===== src/twm_pkg.sv =====
/*
 * Shared constants and types of the two-wire bus master: register
 * offsets, control bit positions, status codes, timing counts, the
 * state enumeration and the packed state records.
 * Assumes a 20 MHz system clock and byte-addressed Wishbone offsets.
 */
`default_nettype none
package twm_pkg;
   // System clock period in ns
   localparam int unsigned CLK_NS   = 50;
   // Serial bit period in ns (standard rate)
   localparam int unsigned BIT_NS   = 10000;
   // Quarter bit in system clocks, rounded down, at least one
   localparam int unsigned QTR_RAW  = BIT_NS / (4 * CLK_NS);
   localparam int unsigned QTR_CYC  = (QTR_RAW < 1) ? 1 : QTR_RAW;
   // Longest spike that the pin filter swallows, ns and clocks
   localparam int unsigned SPIKE_NS = 50;
   localparam int unsigned SPK_RAW  = SPIKE_NS / CLK_NS;
   localparam int unsigned SPIKE_CYC = (SPK_RAW < 1) ? 1 : SPK_RAW;

   // Register byte offsets
   localparam logic [7:0] A_CTRL = 8'h00;
   localparam logic [7:0] A_STAT = 8'h04;
   localparam logic [7:0] A_DATA = 8'h08;
   localparam logic [7:0] A_IST  = 8'h0C;
   localparam logic [7:0] A_IMSK = 8'h10;

   // Control register bit positions
   localparam int B_EVT  = 7;
   localparam int B_ACK  = 6;
   localparam int B_STA  = 5;
   localparam int B_STO  = 4;
   localparam int B_WCOL = 3;
   localparam int B_EN   = 2;
   localparam int B_IE   = 0;

   // Interrupt status bit positions
   localparam int I_EVT  = 0;
   localparam int I_WCOL = 1;
   localparam int I_ARB  = 2;

   // Status codes shown in the status register
   localparam logic [7:0] C_START   = 8'h08;
   localparam logic [7:0] C_RSTART  = 8'h10;
   localparam logic [7:0] C_AW_ACK  = 8'h18;
   localparam logic [7:0] C_AW_NACK = 8'h20;
   localparam logic [7:0] C_TX_ACK  = 8'h28;
   localparam logic [7:0] C_TX_NACK = 8'h30;
   localparam logic [7:0] C_ARB     = 8'h38;
   localparam logic [7:0] C_AR_ACK  = 8'h40;
   localparam logic [7:0] C_AR_NACK = 8'h48;
   localparam logic [7:0] C_RX_ACK  = 8'h50;
   localparam logic [7:0] C_RX_NACK = 8'h58;
   localparam logic [7:0] C_IDLE    = 8'hF8;

   // Bit index of the acknowledge slot in a byte
   localparam logic [3:0] ACK_BIT = 4'h8;

   // Bus sequencer states
   typedef enum logic [2:0] {
      ST_IDLE, ST_FREE, ST_START, ST_WAIT, ST_BIT, ST_STOP, ST_RSTART
   } twm_state_e;

   // Whole state of the master
   typedef struct packed {
      twm_state_e  st;      // Sequencer state
      logic [1:0]  ph;      // Quarter-bit phase
      logic [15:0] qc;      // Quarter-bit timer
      logic [3:0]  bitn;    // Bit index in byte, 8 is ack
      logic [7:0]  sh;      // Shift register
      logic        rd;      // Read direction latched
      logic        adr;     // Next byte is the address byte
      logic        nak;     // Sampled or sent ack level
      logic        busy;    // Bus owned by someone
      logic        sda_p;   // Filtered data, last cycle
      logic        scl_p;   // Filtered clock, last cycle
      logic        evt;     // Bus event flag
      logic        ack_en;  // Ack enable
      logic        sta;     // Start request
      logic        sto;     // Stop request
      logic        wcol;    // Write collision flag
      logic        en;      // Interface enable
      logic        ie;      // Event interrupt enable
      logic [7:0]  code;    // Status code
      logic [7:0]  data;    // Data register
      logic [2:0]  ist;     // Interrupt status
      logic [2:0]  imsk;    // Interrupt mask
      logic        wb_ack;  // Bus acknowledge
      logic [31:0] wb_dat;  // Bus read data
      logic        sda_rel; // Data pin released
      logic        scl_rel; // Clock pin released
      logic        irq;     // Interrupt line
   } twm_state_s;

   // Values after reset
   localparam twm_state_s RST_S = '{st: ST_IDLE, code: C_IDLE,
      sda_p: 1'b1, scl_p: 1'b1, sda_rel: 1'b1, scl_rel: 1'b1,
      default: '0};

   // Pin filter state
   typedef struct packed {
      logic       s0;  // First sync stage
      logic       s1;  // Second sync stage
      logic       lvl; // Filtered level
      logic [3:0] cnt; // Stability counter
   } twm_filt_s;

   // Filter resets to an idle high line
   localparam twm_filt_s FILT_RST = '{s0: 1'b1, s1: 1'b1, lvl: 1'b1,
      cnt: 4'h0};
endpackage
`default_nettype wire


===== src/twm_filt.sv =====
/*
 * Pin input conditioner: two-stage synchroniser and a spike filter
 * that passes a new level only once it has stood long enough.
 * Assumes an asynchronous pin and the system clock.
 */
`timescale 1ns/10ps
`default_nettype none
module twm_filt #(
   parameter logic [3:0] FILT = 4'(twm_pkg::SPIKE_CYC)
) (
   input  wire logic clk_i,
   input  wire logic rst_i,
   input  wire logic pin_i,
   output var  logic lvl_o
);
   twm_pkg::twm_filt_s q;  // Current state
   twm_pkg::twm_filt_s d;  // Next state

   // Sync chain, then accept a change only when it stays put
   always_comb begin
      d = q;
      d.s0 = pin_i;
      d.s1 = q.s0;
      if (q.s1 == q.lvl) begin
         // Line agrees with output, restart the count
         d.cnt = 4'h0;
      end else if (q.cnt == FILT) begin
         // Level outlived a spike, take it
         d.lvl = q.s1;
         d.cnt = 4'h0;
      end else begin
         d.cnt = q.cnt + 4'h1;
      end
   end

   // State register
   always_ff @(posedge clk_i) begin
      if (rst_i) begin
         q <= twm_pkg::FILT_RST;
      end else begin
         q <= d;
      end
   end

   assign lvl_o = q.lvl;
endmodule
`default_nettype wire


===== src/twm_master.sv =====
/*
 * Two-wire bus master with a Wishbone register port: START, repeated
 * START, STOP, address and data bytes in both directions, status
 * codes, event flag, write collision and a masked interrupt.
 * Assumes open-drain pads outside and a 20 MHz system clock.
 */
// Decided for this implementation: the register offsets and register access over Wishbone.
// How it works
// - Start request waits for free bus, then START
// - START done sets event flag, code 08
// - Writing one to event flag resumes transfer
// - Address-write result gives code 18, 20, 38
// - Data write with flag low: discard, collision
// - One event per byte until stop/restart
// - Stop request drives a STOP condition
// - Start plus stop gives repeated START
// - Repeated START reports 10, any slave next
// - Received byte readable while event flag set
// - Enable takes data pin, open drain, slew
// - Enable takes clock pin for bus clock
// - Enabled pins drop spikes under 50 ns
`timescale 1ns/10ps
`default_nettype none
module twm_master #(
   parameter int          AW  = 8,
   parameter logic [15:0] QTR = 16'(twm_pkg::QTR_CYC)
) (
   input  wire logic          clk_i,
   input  wire logic          rst_i,
   input  wire logic          cyc_i,
   input  wire logic          stb_i,
   input  wire logic          we_i,
   input  wire logic [AW-1:0] adr_i,
   input  wire logic [3:0]    sel_i,
   input  wire logic [31:0]   dat_i,
   output var  logic [31:0]   dat_o,
   output var  logic          ack_o,
   output var  logic          irq_o,
   input  wire logic          sda_i,
   output var  logic          sda_o,
   output var  logic          sda_oe_n_o,
   input  wire logic          scl_i,
   output var  logic          scl_o,
   output var  logic          scl_oe_n_o,
   output var  logic          pin_own_o,
   output var  logic          slew_lim_o
);
   twm_pkg::twm_state_s q;  // Current state
   twm_pkg::twm_state_s d;  // Next state
   logic sda_f;             // Filtered data line
   logic scl_f;             // Filtered clock line
   logic req;               // New bus request this cycle
   logic wr;                // Low-byte write strobe
   logic tick;              // Quarter-bit timer expired
   logic adv;               // Phase may advance
   logic fin;               // Byte or condition done

   // Register select on word address
   function automatic logic hit(input logic [AW-1:0] a,
                                input logic [7:0] off);
      hit = (a[AW-1:2] == (AW-2)'(off[7:2]));
   endfunction

   // Control register image
   function automatic logic [7:0] ctrl_img(
      input twm_pkg::twm_state_s s);
      ctrl_img = {s.evt, s.ack_en, s.sta, s.sto, s.wcol, s.en, 1'b0,
                  s.ie};
   endfunction

   // Status code for a finished byte
   function automatic logic [7:0] byte_code(input logic a,
      input logic r, input logic n);
      if (a && !r) begin
         byte_code = n ? twm_pkg::C_AW_NACK : twm_pkg::C_AW_ACK;
      end else if (a) begin
         byte_code = n ? twm_pkg::C_AR_NACK : twm_pkg::C_AR_ACK;
      end else if (!r) begin
         byte_code = n ? twm_pkg::C_TX_NACK : twm_pkg::C_TX_ACK;
      end else begin
         byte_code = n ? twm_pkg::C_RX_NACK : twm_pkg::C_RX_ACK;
      end
   endfunction

   // Data line filter
   twm_filt u_sda (
      .clk_i (clk_i),
      .rst_i (rst_i),
      .pin_i (sda_i),
      .lvl_o (sda_f)
   );

   // Clock line filter
   twm_filt u_scl (
      .clk_i (clk_i),
      .rst_i (rst_i),
      .pin_i (scl_i),
      .lvl_o (scl_f)
   );

   // Register port, bus watcher and the bit sequencer
   always_comb begin
      d = q;
      req  = cyc_i && stb_i && !q.wb_ack;
      wr   = req && we_i && sel_i[0];
      tick = (q.qc == 16'h0000);
      adv  = 1'b0;
      fin  = 1'b0;

      // One-cycle acknowledge for every request
      d.wb_ack = req;
      d.wb_dat = 32'h0000_0000;

      // Read mux; unmapped offsets read zero
      if (req && !we_i) begin
         if (hit(adr_i, twm_pkg::A_CTRL)) begin
            d.wb_dat[7:0] = ctrl_img(q);
         end else if (hit(adr_i, twm_pkg::A_STAT)) begin
            d.wb_dat[7:0] = q.code;
         end else if (hit(adr_i, twm_pkg::A_DATA)) begin
            d.wb_dat[7:0] = q.data;
         end else if (hit(adr_i, twm_pkg::A_IST)) begin
            d.wb_dat[2:0] = q.ist;
         end else if (hit(adr_i, twm_pkg::A_IMSK)) begin
            d.wb_dat[2:0] = q.imsk;
         end
      end

      // Register writes, before hardware sets so sets win
      if (wr && hit(adr_i, twm_pkg::A_CTRL)) begin
         // Writing one to the flag clears it
         if (dat_i[twm_pkg::B_EVT]) begin
            d.evt = 1'b0;
         end
         d.ack_en = dat_i[twm_pkg::B_ACK];
         d.sta    = dat_i[twm_pkg::B_STA];
         d.sto    = dat_i[twm_pkg::B_STO];
         d.en     = dat_i[twm_pkg::B_EN];
         d.ie     = dat_i[twm_pkg::B_IE];
      end
      if (wr && hit(adr_i, twm_pkg::A_DATA)) begin
         if (q.evt) begin
            // Legal load clears the collision flag
            d.data = dat_i[7:0];
            d.wcol = 1'b0;
         end else begin
            // Load outside an event is dropped
            d.wcol = 1'b1;
            d.ist[twm_pkg::I_WCOL] = 1'b1;
         end
      end
      if (wr && hit(adr_i, twm_pkg::A_IST)) begin
         d.ist = d.ist & ~dat_i[2:0];
      end
      if (wr && hit(adr_i, twm_pkg::A_IMSK)) begin
         d.imsk = dat_i[2:0];
      end

      // Bus watcher: START and STOP seen on filtered lines
      d.sda_p = sda_f;
      d.scl_p = scl_f;
      if (scl_f && q.scl_p && q.sda_p && !sda_f) begin
         d.busy = 1'b1;
      end else if (scl_f && q.scl_p && !q.sda_p && sda_f) begin
         d.busy = 1'b0;
      end

      // Quarter-bit timer runs in the timed states
      if (q.st inside {twm_pkg::ST_START, twm_pkg::ST_BIT,
                       twm_pkg::ST_STOP, twm_pkg::ST_RSTART}) begin
         // Phase 2 with a released clock waits for it high
         adv = tick && !(q.ph == 2'd2 && q.st != twm_pkg::ST_START
                         && !scl_f);
         if (!tick) begin
            d.qc = q.qc - 16'h0001;
         end else if (adv) begin
            d.qc = QTR - 16'h0001;
            d.ph = q.ph + 2'd1;
         end
      end

      unique case (q.st)
         // Idle: a start request sends us looking for a free bus
         twm_pkg::ST_IDLE: begin
            if (q.en && q.sta && !q.evt) begin
               d.st = twm_pkg::ST_FREE;
            end
         end
         // Wait until nobody owns the bus and both lines are high
         twm_pkg::ST_FREE: begin
            if (!q.sta) begin
               d.st = twm_pkg::ST_IDLE;
            end else if (!q.busy && sda_f && scl_f) begin
               d.st = twm_pkg::ST_START;
               d.ph = 2'd0;
               d.qc = QTR - 16'h0001;
            end
         end
         // START: data low, then clock low, then report
         twm_pkg::ST_START: begin
            if (adv) begin
               unique case (q.ph)
                  2'd0: d.sda_rel = 1'b0;
                  2'd1: d.scl_rel = 1'b0;
                  default: begin
                     d.st   = twm_pkg::ST_WAIT;
                     d.code = twm_pkg::C_START;
                     d.adr  = 1'b1;
                     fin    = 1'b1;
                  end
               endcase
            end
         end
         // Clock held low until software clears the flag
         twm_pkg::ST_WAIT: begin
            if (!q.evt) begin
               d.ph = 2'd0;
               d.qc = QTR - 16'h0001;
               if (q.sta) begin
                  d.st = twm_pkg::ST_RSTART;
               end else if (q.sto) begin
                  d.st = twm_pkg::ST_STOP;
               end else begin
                  // Next byte; address bit 0 picks direction
                  d.st   = twm_pkg::ST_BIT;
                  d.bitn = 4'h0;
                  d.sh   = q.data;
                  if (q.adr) begin
                     d.rd = q.data[0];
                  end
               end
            end
         end
         // One bit per pass: set data, clock high, sample, clock low
         twm_pkg::ST_BIT: begin
            if (adv) begin
               unique case (q.ph)
                  2'd0: begin
                     if (q.bitn == twm_pkg::ACK_BIT) begin
                        // Receiver acks per ack enable
                        d.sda_rel = (q.rd && !q.adr) ? !q.ack_en
                                                     : 1'b1;
                     end else begin
                        d.sda_rel = (q.rd && !q.adr) ? 1'b1
                                                     : q.sh[7];
                     end
                  end
                  2'd1: d.scl_rel = 1'b1;
                  2'd2: begin
                     if (q.bitn == twm_pkg::ACK_BIT) begin
                        d.nak = sda_f;
                     end else if (q.sda_rel && !sda_f &&
                                  !(q.rd && !q.adr)) begin
                        // Lost arbitration: free the bus
                        d.st      = twm_pkg::ST_IDLE;
                        d.sda_rel = 1'b1;
                        d.code    = twm_pkg::C_ARB;
                        d.ist[twm_pkg::I_ARB] = 1'b1;
                        fin       = 1'b1;
                     end else begin
                        d.sh = {q.sh[6:0], sda_f};
                     end
                  end
                  default: begin
                     d.scl_rel = 1'b0;
                     if (q.bitn == twm_pkg::ACK_BIT) begin
                        // Byte done, one event per byte
                        d.st   = twm_pkg::ST_WAIT;
                        d.adr  = 1'b0;
                        d.code = byte_code(q.adr, q.rd, q.nak);
                        fin    = 1'b1;
                        if (q.rd && !q.adr) begin
                           d.data = q.sh;
                        end
                     end else begin
                        d.bitn = q.bitn + 4'h1;
                     end
                  end
               endcase
            end
         end
         // STOP: data low, clock high, data high
         twm_pkg::ST_STOP: begin
            if (adv) begin
               unique case (q.ph)
                  2'd0: d.sda_rel = 1'b0;
                  2'd1: d.scl_rel = 1'b1;
                  2'd2: d.sda_rel = 1'b1;
                  default: begin
                     d.st   = twm_pkg::ST_IDLE;
                     d.sto  = 1'b0;
                     d.code = twm_pkg::C_IDLE;
                  end
               endcase
            end
         end
         // Repeated START from a held-low clock
         twm_pkg::ST_RSTART: begin
            if (adv) begin
               unique case (q.ph)
                  2'd0: d.sda_rel = 1'b1;
                  2'd1: d.scl_rel = 1'b1;
                  2'd2: d.sda_rel = 1'b0;
                  default: begin
                     d.scl_rel = 1'b0;
                     d.st   = twm_pkg::ST_WAIT;
                     d.sto  = 1'b0;
                     d.adr  = 1'b1;
                     d.code = twm_pkg::C_RSTART;
                     fin    = 1'b1;
                  end
               endcase
            end
         end
      endcase

      // Hardware sets the event flag last so it beats a clear
      if (fin) begin
         d.evt = 1'b1;
         if (q.ie) begin
            d.ist[twm_pkg::I_EVT] = 1'b1;
         end
      end

      // Disabled: let go of both pins and stop the sequencer
      if (!d.en) begin
         d.st      = twm_pkg::ST_IDLE;
         d.sda_rel = 1'b1;
         d.scl_rel = 1'b1;
      end

      d.irq = |(d.ist & d.imsk);
   end

   // State register
   always_ff @(posedge clk_i) begin
      if (rst_i) begin
         q <= twm_pkg::RST_S;
      end else begin
         q <= d;
      end
   end

   // Pads only ever pull low; enable low means driving
   assign sda_o      = 1'b0;
   assign scl_o      = 1'b0;
   assign sda_oe_n_o = q.sda_rel;
   assign scl_oe_n_o = q.scl_rel;
   assign pin_own_o  = q.en;
   assign slew_lim_o = q.en;
   assign dat_o      = q.wb_dat;
   assign ack_o      = q.wb_ack;
   assign irq_o      = q.irq;
endmodule
`default_nettype wire


===== config.mk =====
export PLATFORM = sky130hd
export DESIGN_NAME = twm_master
export DESIGN_NICKNAME = d
export VERILOG_FILES = /design/src/twm_pkg.sv /design/src/twm_filt.sv /design/src/twm_master.sv
export SDC_FILE = /design/constraint.sdc
export NUM_CORES = 1
export LEC_CHECK = 0
export BUFFER_PORTS_ARGS = -buffer_cell sky130_fd_sc_hd__buf_2
export CAP_MARGIN = 20
export CORE_ASPECT_RATIO = 1.25
export CORE_MARGIN = 5
export CORE_UTILIZATION = 55
export CTS_CLUSTER_SIZE = 10
export DETAILED_ROUTE_END_ITERATION = 6
export GPL_ROUTABILITY_DRIVEN = 0
export PLACE_DENSITY_LB_ADDON = 0.1
export SLEW_MARGIN = 10
export SYNTH_ARGS = -nofsm -noshare
export SYNTH_HDL_FRONTEND = slang
export SYNTH_SLANG_ARGS = --single-unit

===== constraint.sdc =====
create_clock -name clk_i -period 2.9 [get_ports clk_i]
set_input_delay 0.145 -clock clk_i [delete_from_list [all_inputs] [get_ports clk_i]]
set_output_delay 0.145 -clock clk_i [all_outputs]
set_load 0.01 [all_outputs]

==> results.toml <==
[status]
status = "finished clean"

[critical_path]
cpLargestDelayFamily = "compound AO/OA/AOI/OAI gates"
crit_path_cells = "inv_1, ha_1, inv_1, a21oi_1, nand4_1, a21oi_1, buf_4, nor2_1, a211oi_1"
setup.reg_to_reg.worst_slack_ns = 0.48
crit_arrival_ns = 2.70
critical_path.slowest_cell = "sky130_fd_sc_hd__ha_1"
critPathLaunchType = "flip-flop"
timing.critical_path.buf_inv = 3
critical_path_required_ns = 3.18
longest_individual_stage_delay_on_the_worst_path_ns = 0.49
crit_fanout = 13
cp-end-kind = "flip-flop"
type_of_the_worst_setup_path = "flip-flop to flip-flop"

[yosys]
syn_avg_cell_area_um2 = 8.29
yosysSeqAreaShare_pct = 37.4
synth_async_sr_flop_share_pct = 0
synth-main-ff-cell = "sky130_fd_sc_hd__dfxtp_1"
synth.distinct_cells = 58
synth_top_cells_by_area = "sky130_fd_sc_hd__dfxtp_1 37%, sky130_fd_sc_hd__nor2_1 7.1%, sky130_fd_sc_hd__mux2i_1 6.2%"
synth-warning-count = 0
synth_enable_flop_cells = 0
yosys.area.top_type_share_pct = 37.4
synth_area_mm2 = 0.00487
yosys_register_bits = 91
synth.largest_area_cell = "sky130_fd_sc_hd__dfxtp_1"
postSynthCellCount = 588

[timing]
timing.setup.tns_ns = 0
fin_worst_skew_ns = 0.0133
period_minus_slack_ns = 2.42
tightestPinTransition_ns = 0.629
hold_violations = 0
max_slew_margin_pct = 57.8
setup_viol_count_final = 0
clock.fmax_mhz = 413
finalCritPeriodShare_pct = 83.4
rsz0062_at_grt = "no"
report.final.slew_viol_count = 0
fin_worst_hold_slack_ns = 0.0376
timing.final.ws_setup_ns = 0.482

[cts]
clk-insertion-delay-late_ns = 0.37
htree_num_levels = 3
number_of_hold_repair_buffers_added_at_the_cts_stage = 2
tritoncts = "built"
cts.clk_slew.worst_paths_ns = 0.09
clock_path_buffers = 2
post_cts_resized = 0
post_cts_setup_repair_bufs = 0
cts_buffers = 9
clock_sinks = 91
cts_root_buffer = "sky130_fd_sc_hd__clkbuf_8"

[finish]
layout-drive-gt1-share_pct = 13.7
mostFrequentLayoutCells = "92 x sky130_fd_sc_hd__nor2_1, 91 x sky130_fd_sc_hd__dfxtp_1, 39 x sky130_fd_sc_hd__a21oi_1"
fin_nets = 672
multi_input_area_mm2 = 0.00270
final_cell_area_mm2 = 0.00523
antennaDiodeCount = 0
synthToLayoutAreaGrowth_pct = 7.42
num-fill-cells = 812
layout_commonest_cell = "sky130_fd_sc_hd__nor2_1"
layout.area.seq_mm2 = 0.00182

[floorplan]
floorplan_die_width_um = 94.2
core.rowCount = 38
die_area_mm2 = 0.0109
height_of_the_die_um = 115
top_ports = 91
floorplan.initialDensity_pct = 56.3
core-area_mm2 = 0.00865

[placement]
post-place-ws_ns = 0.516
placedInstanceArea_mm2 = 0.00501
dpl.hpwl_um = 8070
io_buffer_count = 35

[drt]
post_drt_via_cell_ratio = 5.59
finalWirelength_um = 10800
drtAntennaViolNets = 0
avgRoutedWirePerCell_um = 14.7
drc = 0
drt_pre_antenna_iters = 6
num_vias = 4102
drtIter0Drc = 195

[global_routing]
grt_start_max_net_pins = 31
antenna_found_initial = 0
via_count_of_the_first_global_routing_pass = 3876
first_pass_grt_wire_length_um = 18000
global_route_overflow = 0
grt_util_all_layers_pct = 20.8

[power_and_ir_drop]
power.leakage_nw = 2.00
peakVddDrop_mv = 0.302
powerDensity_mw_per_mm2 = 432

[job]
maximum_capacitance_violations = 0

[hold_path]
min_path_type = "primary input to flip-flop"
==> through the flow <==
step / total power [mW] / cells / util, %
6_report: 2.26 / 734 / 60.5
3_3_place_gp: 1.40 / 716 / 57.9
5_1_grt: 2.35 / 734 / 60.5
4_1_cts: 2.28 / 734 / 60.5
2_1_floorplan: 1.40 / 613 / -
3_5_place_dp: 1.40 / 716 / 57.9
==> sequential cells by signal (all words and copies together) (netlist names), 5 cells and up <==
register	cells
dat_o	8
u_scl.q	5
q	64
u_sda.q	5
==> power by group <==
part	switching (mW)	internal (mW)
Sequential	0.00762	1.26
Combinational	0.0725	0.0394
Clock	0.458	0.425
Total	0.538	1.72
==> layout make-up <==
cell class,count,area share [%]
clock buffers,11,2.70
clock inverters,5,1.17
inverters,19,1.36
multi-input cells,439,51.6
flip-flops and latches,91,34.8
well taps,120,2.87
repair buffers,49,5.45
==> routing by layer <==
metal,track usage (%),part of all wire [%],routed length [um],up-vias
li1,-,-,-,2056
met1,25.1,43,4630,1912
met2,36.1,50,5350,106
met3,2.81,4.6,495,28
met4,10.3,2.8,303,0
met5,0,0,0,-
==> worst register-to-register path, cell delays in order, from the launching register on <==
cell and delay (ns):
sky130_fd_sc_hd__dfxtp_1 0.37, sky130_fd_sc_hd__inv_1 0.10, sky130_fd_sc_hd__ha_1 0.49, sky130_fd_sc_hd__inv_1 0.21
sky130_fd_sc_hd__a21oi_1 0.18, sky130_fd_sc_hd__nand4_1 0.33, sky130_fd_sc_hd__a21oi_1 0.26, sky130_fd_sc_hd__buf_4 0.18
sky130_fd_sc_hd__nor2_1 0.05, sky130_fd_sc_hd__a211oi_1 0.17
==> kinds of logic (layout without fill, tap and decap cells) <==
group,Yosys count,count (layout),synth area share (%)
other,1,26,0.0770
adder cells (fa/ha/maj),12,12,3.08
XOR/XNOR,20,20,3.60
flip-flops,91,91,37.4
AND/OR/NAND/NOR,230,230,23.7
multiplexers,31,31,6.39
buffers and inverters,83,84,9.19
AO/OA/AOI/OAI,120,120,16.6
==> path summary, 6_finish.rpt <==
kind | from | end | cells after the start
worst min register to register | u_sda.d[5] | u_sda.q[5] | 1
worst min-delay path | dat_i[1] | q[40] | 2
worst max register to register | q[99] | q[75] | 9
worst max-delay path | q[99] | q[75] | 9
==> synthesized netlist by cell type (5+ instances only) <==
cell and n:
sky130_fd_sc_hd__a211o_1 5, sky130_fd_sc_hd__a211oi_1 21, sky130_fd_sc_hd__a21oi_1 39, sky130_fd_sc_hd__a31oi_1 6, sky130_fd_sc_hd__buf_1 5, sky130_fd_sc_hd__buf_4 35
sky130_fd_sc_hd__clkbuf_1 20, sky130_fd_sc_hd__dfxtp_1 91, sky130_fd_sc_hd__ha_1 12, sky130_fd_sc_hd__inv_1 19, sky130_fd_sc_hd__mux2i_1 30, sky130_fd_sc_hd__nand2_1 27
sky130_fd_sc_hd__nand3_1 9, sky130_fd_sc_hd__nand3b_1 6, sky130_fd_sc_hd__nand4_1 9, sky130_fd_sc_hd__nor2_1 92, sky130_fd_sc_hd__nor2b_1 15, sky130_fd_sc_hd__nor3_1 19
sky130_fd_sc_hd__nor4_1 6, sky130_fd_sc_hd__o21ai_0 18, sky130_fd_sc_hd__or2_2 15, sky130_fd_sc_hd__or3_1 5, sky130_fd_sc_hd__or4_1 5, sky130_fd_sc_hd__xnor2_1 12
sky130_fd_sc_hd__xor2_1 8
No activity file was read; power rests on OpenSTA's default activity.
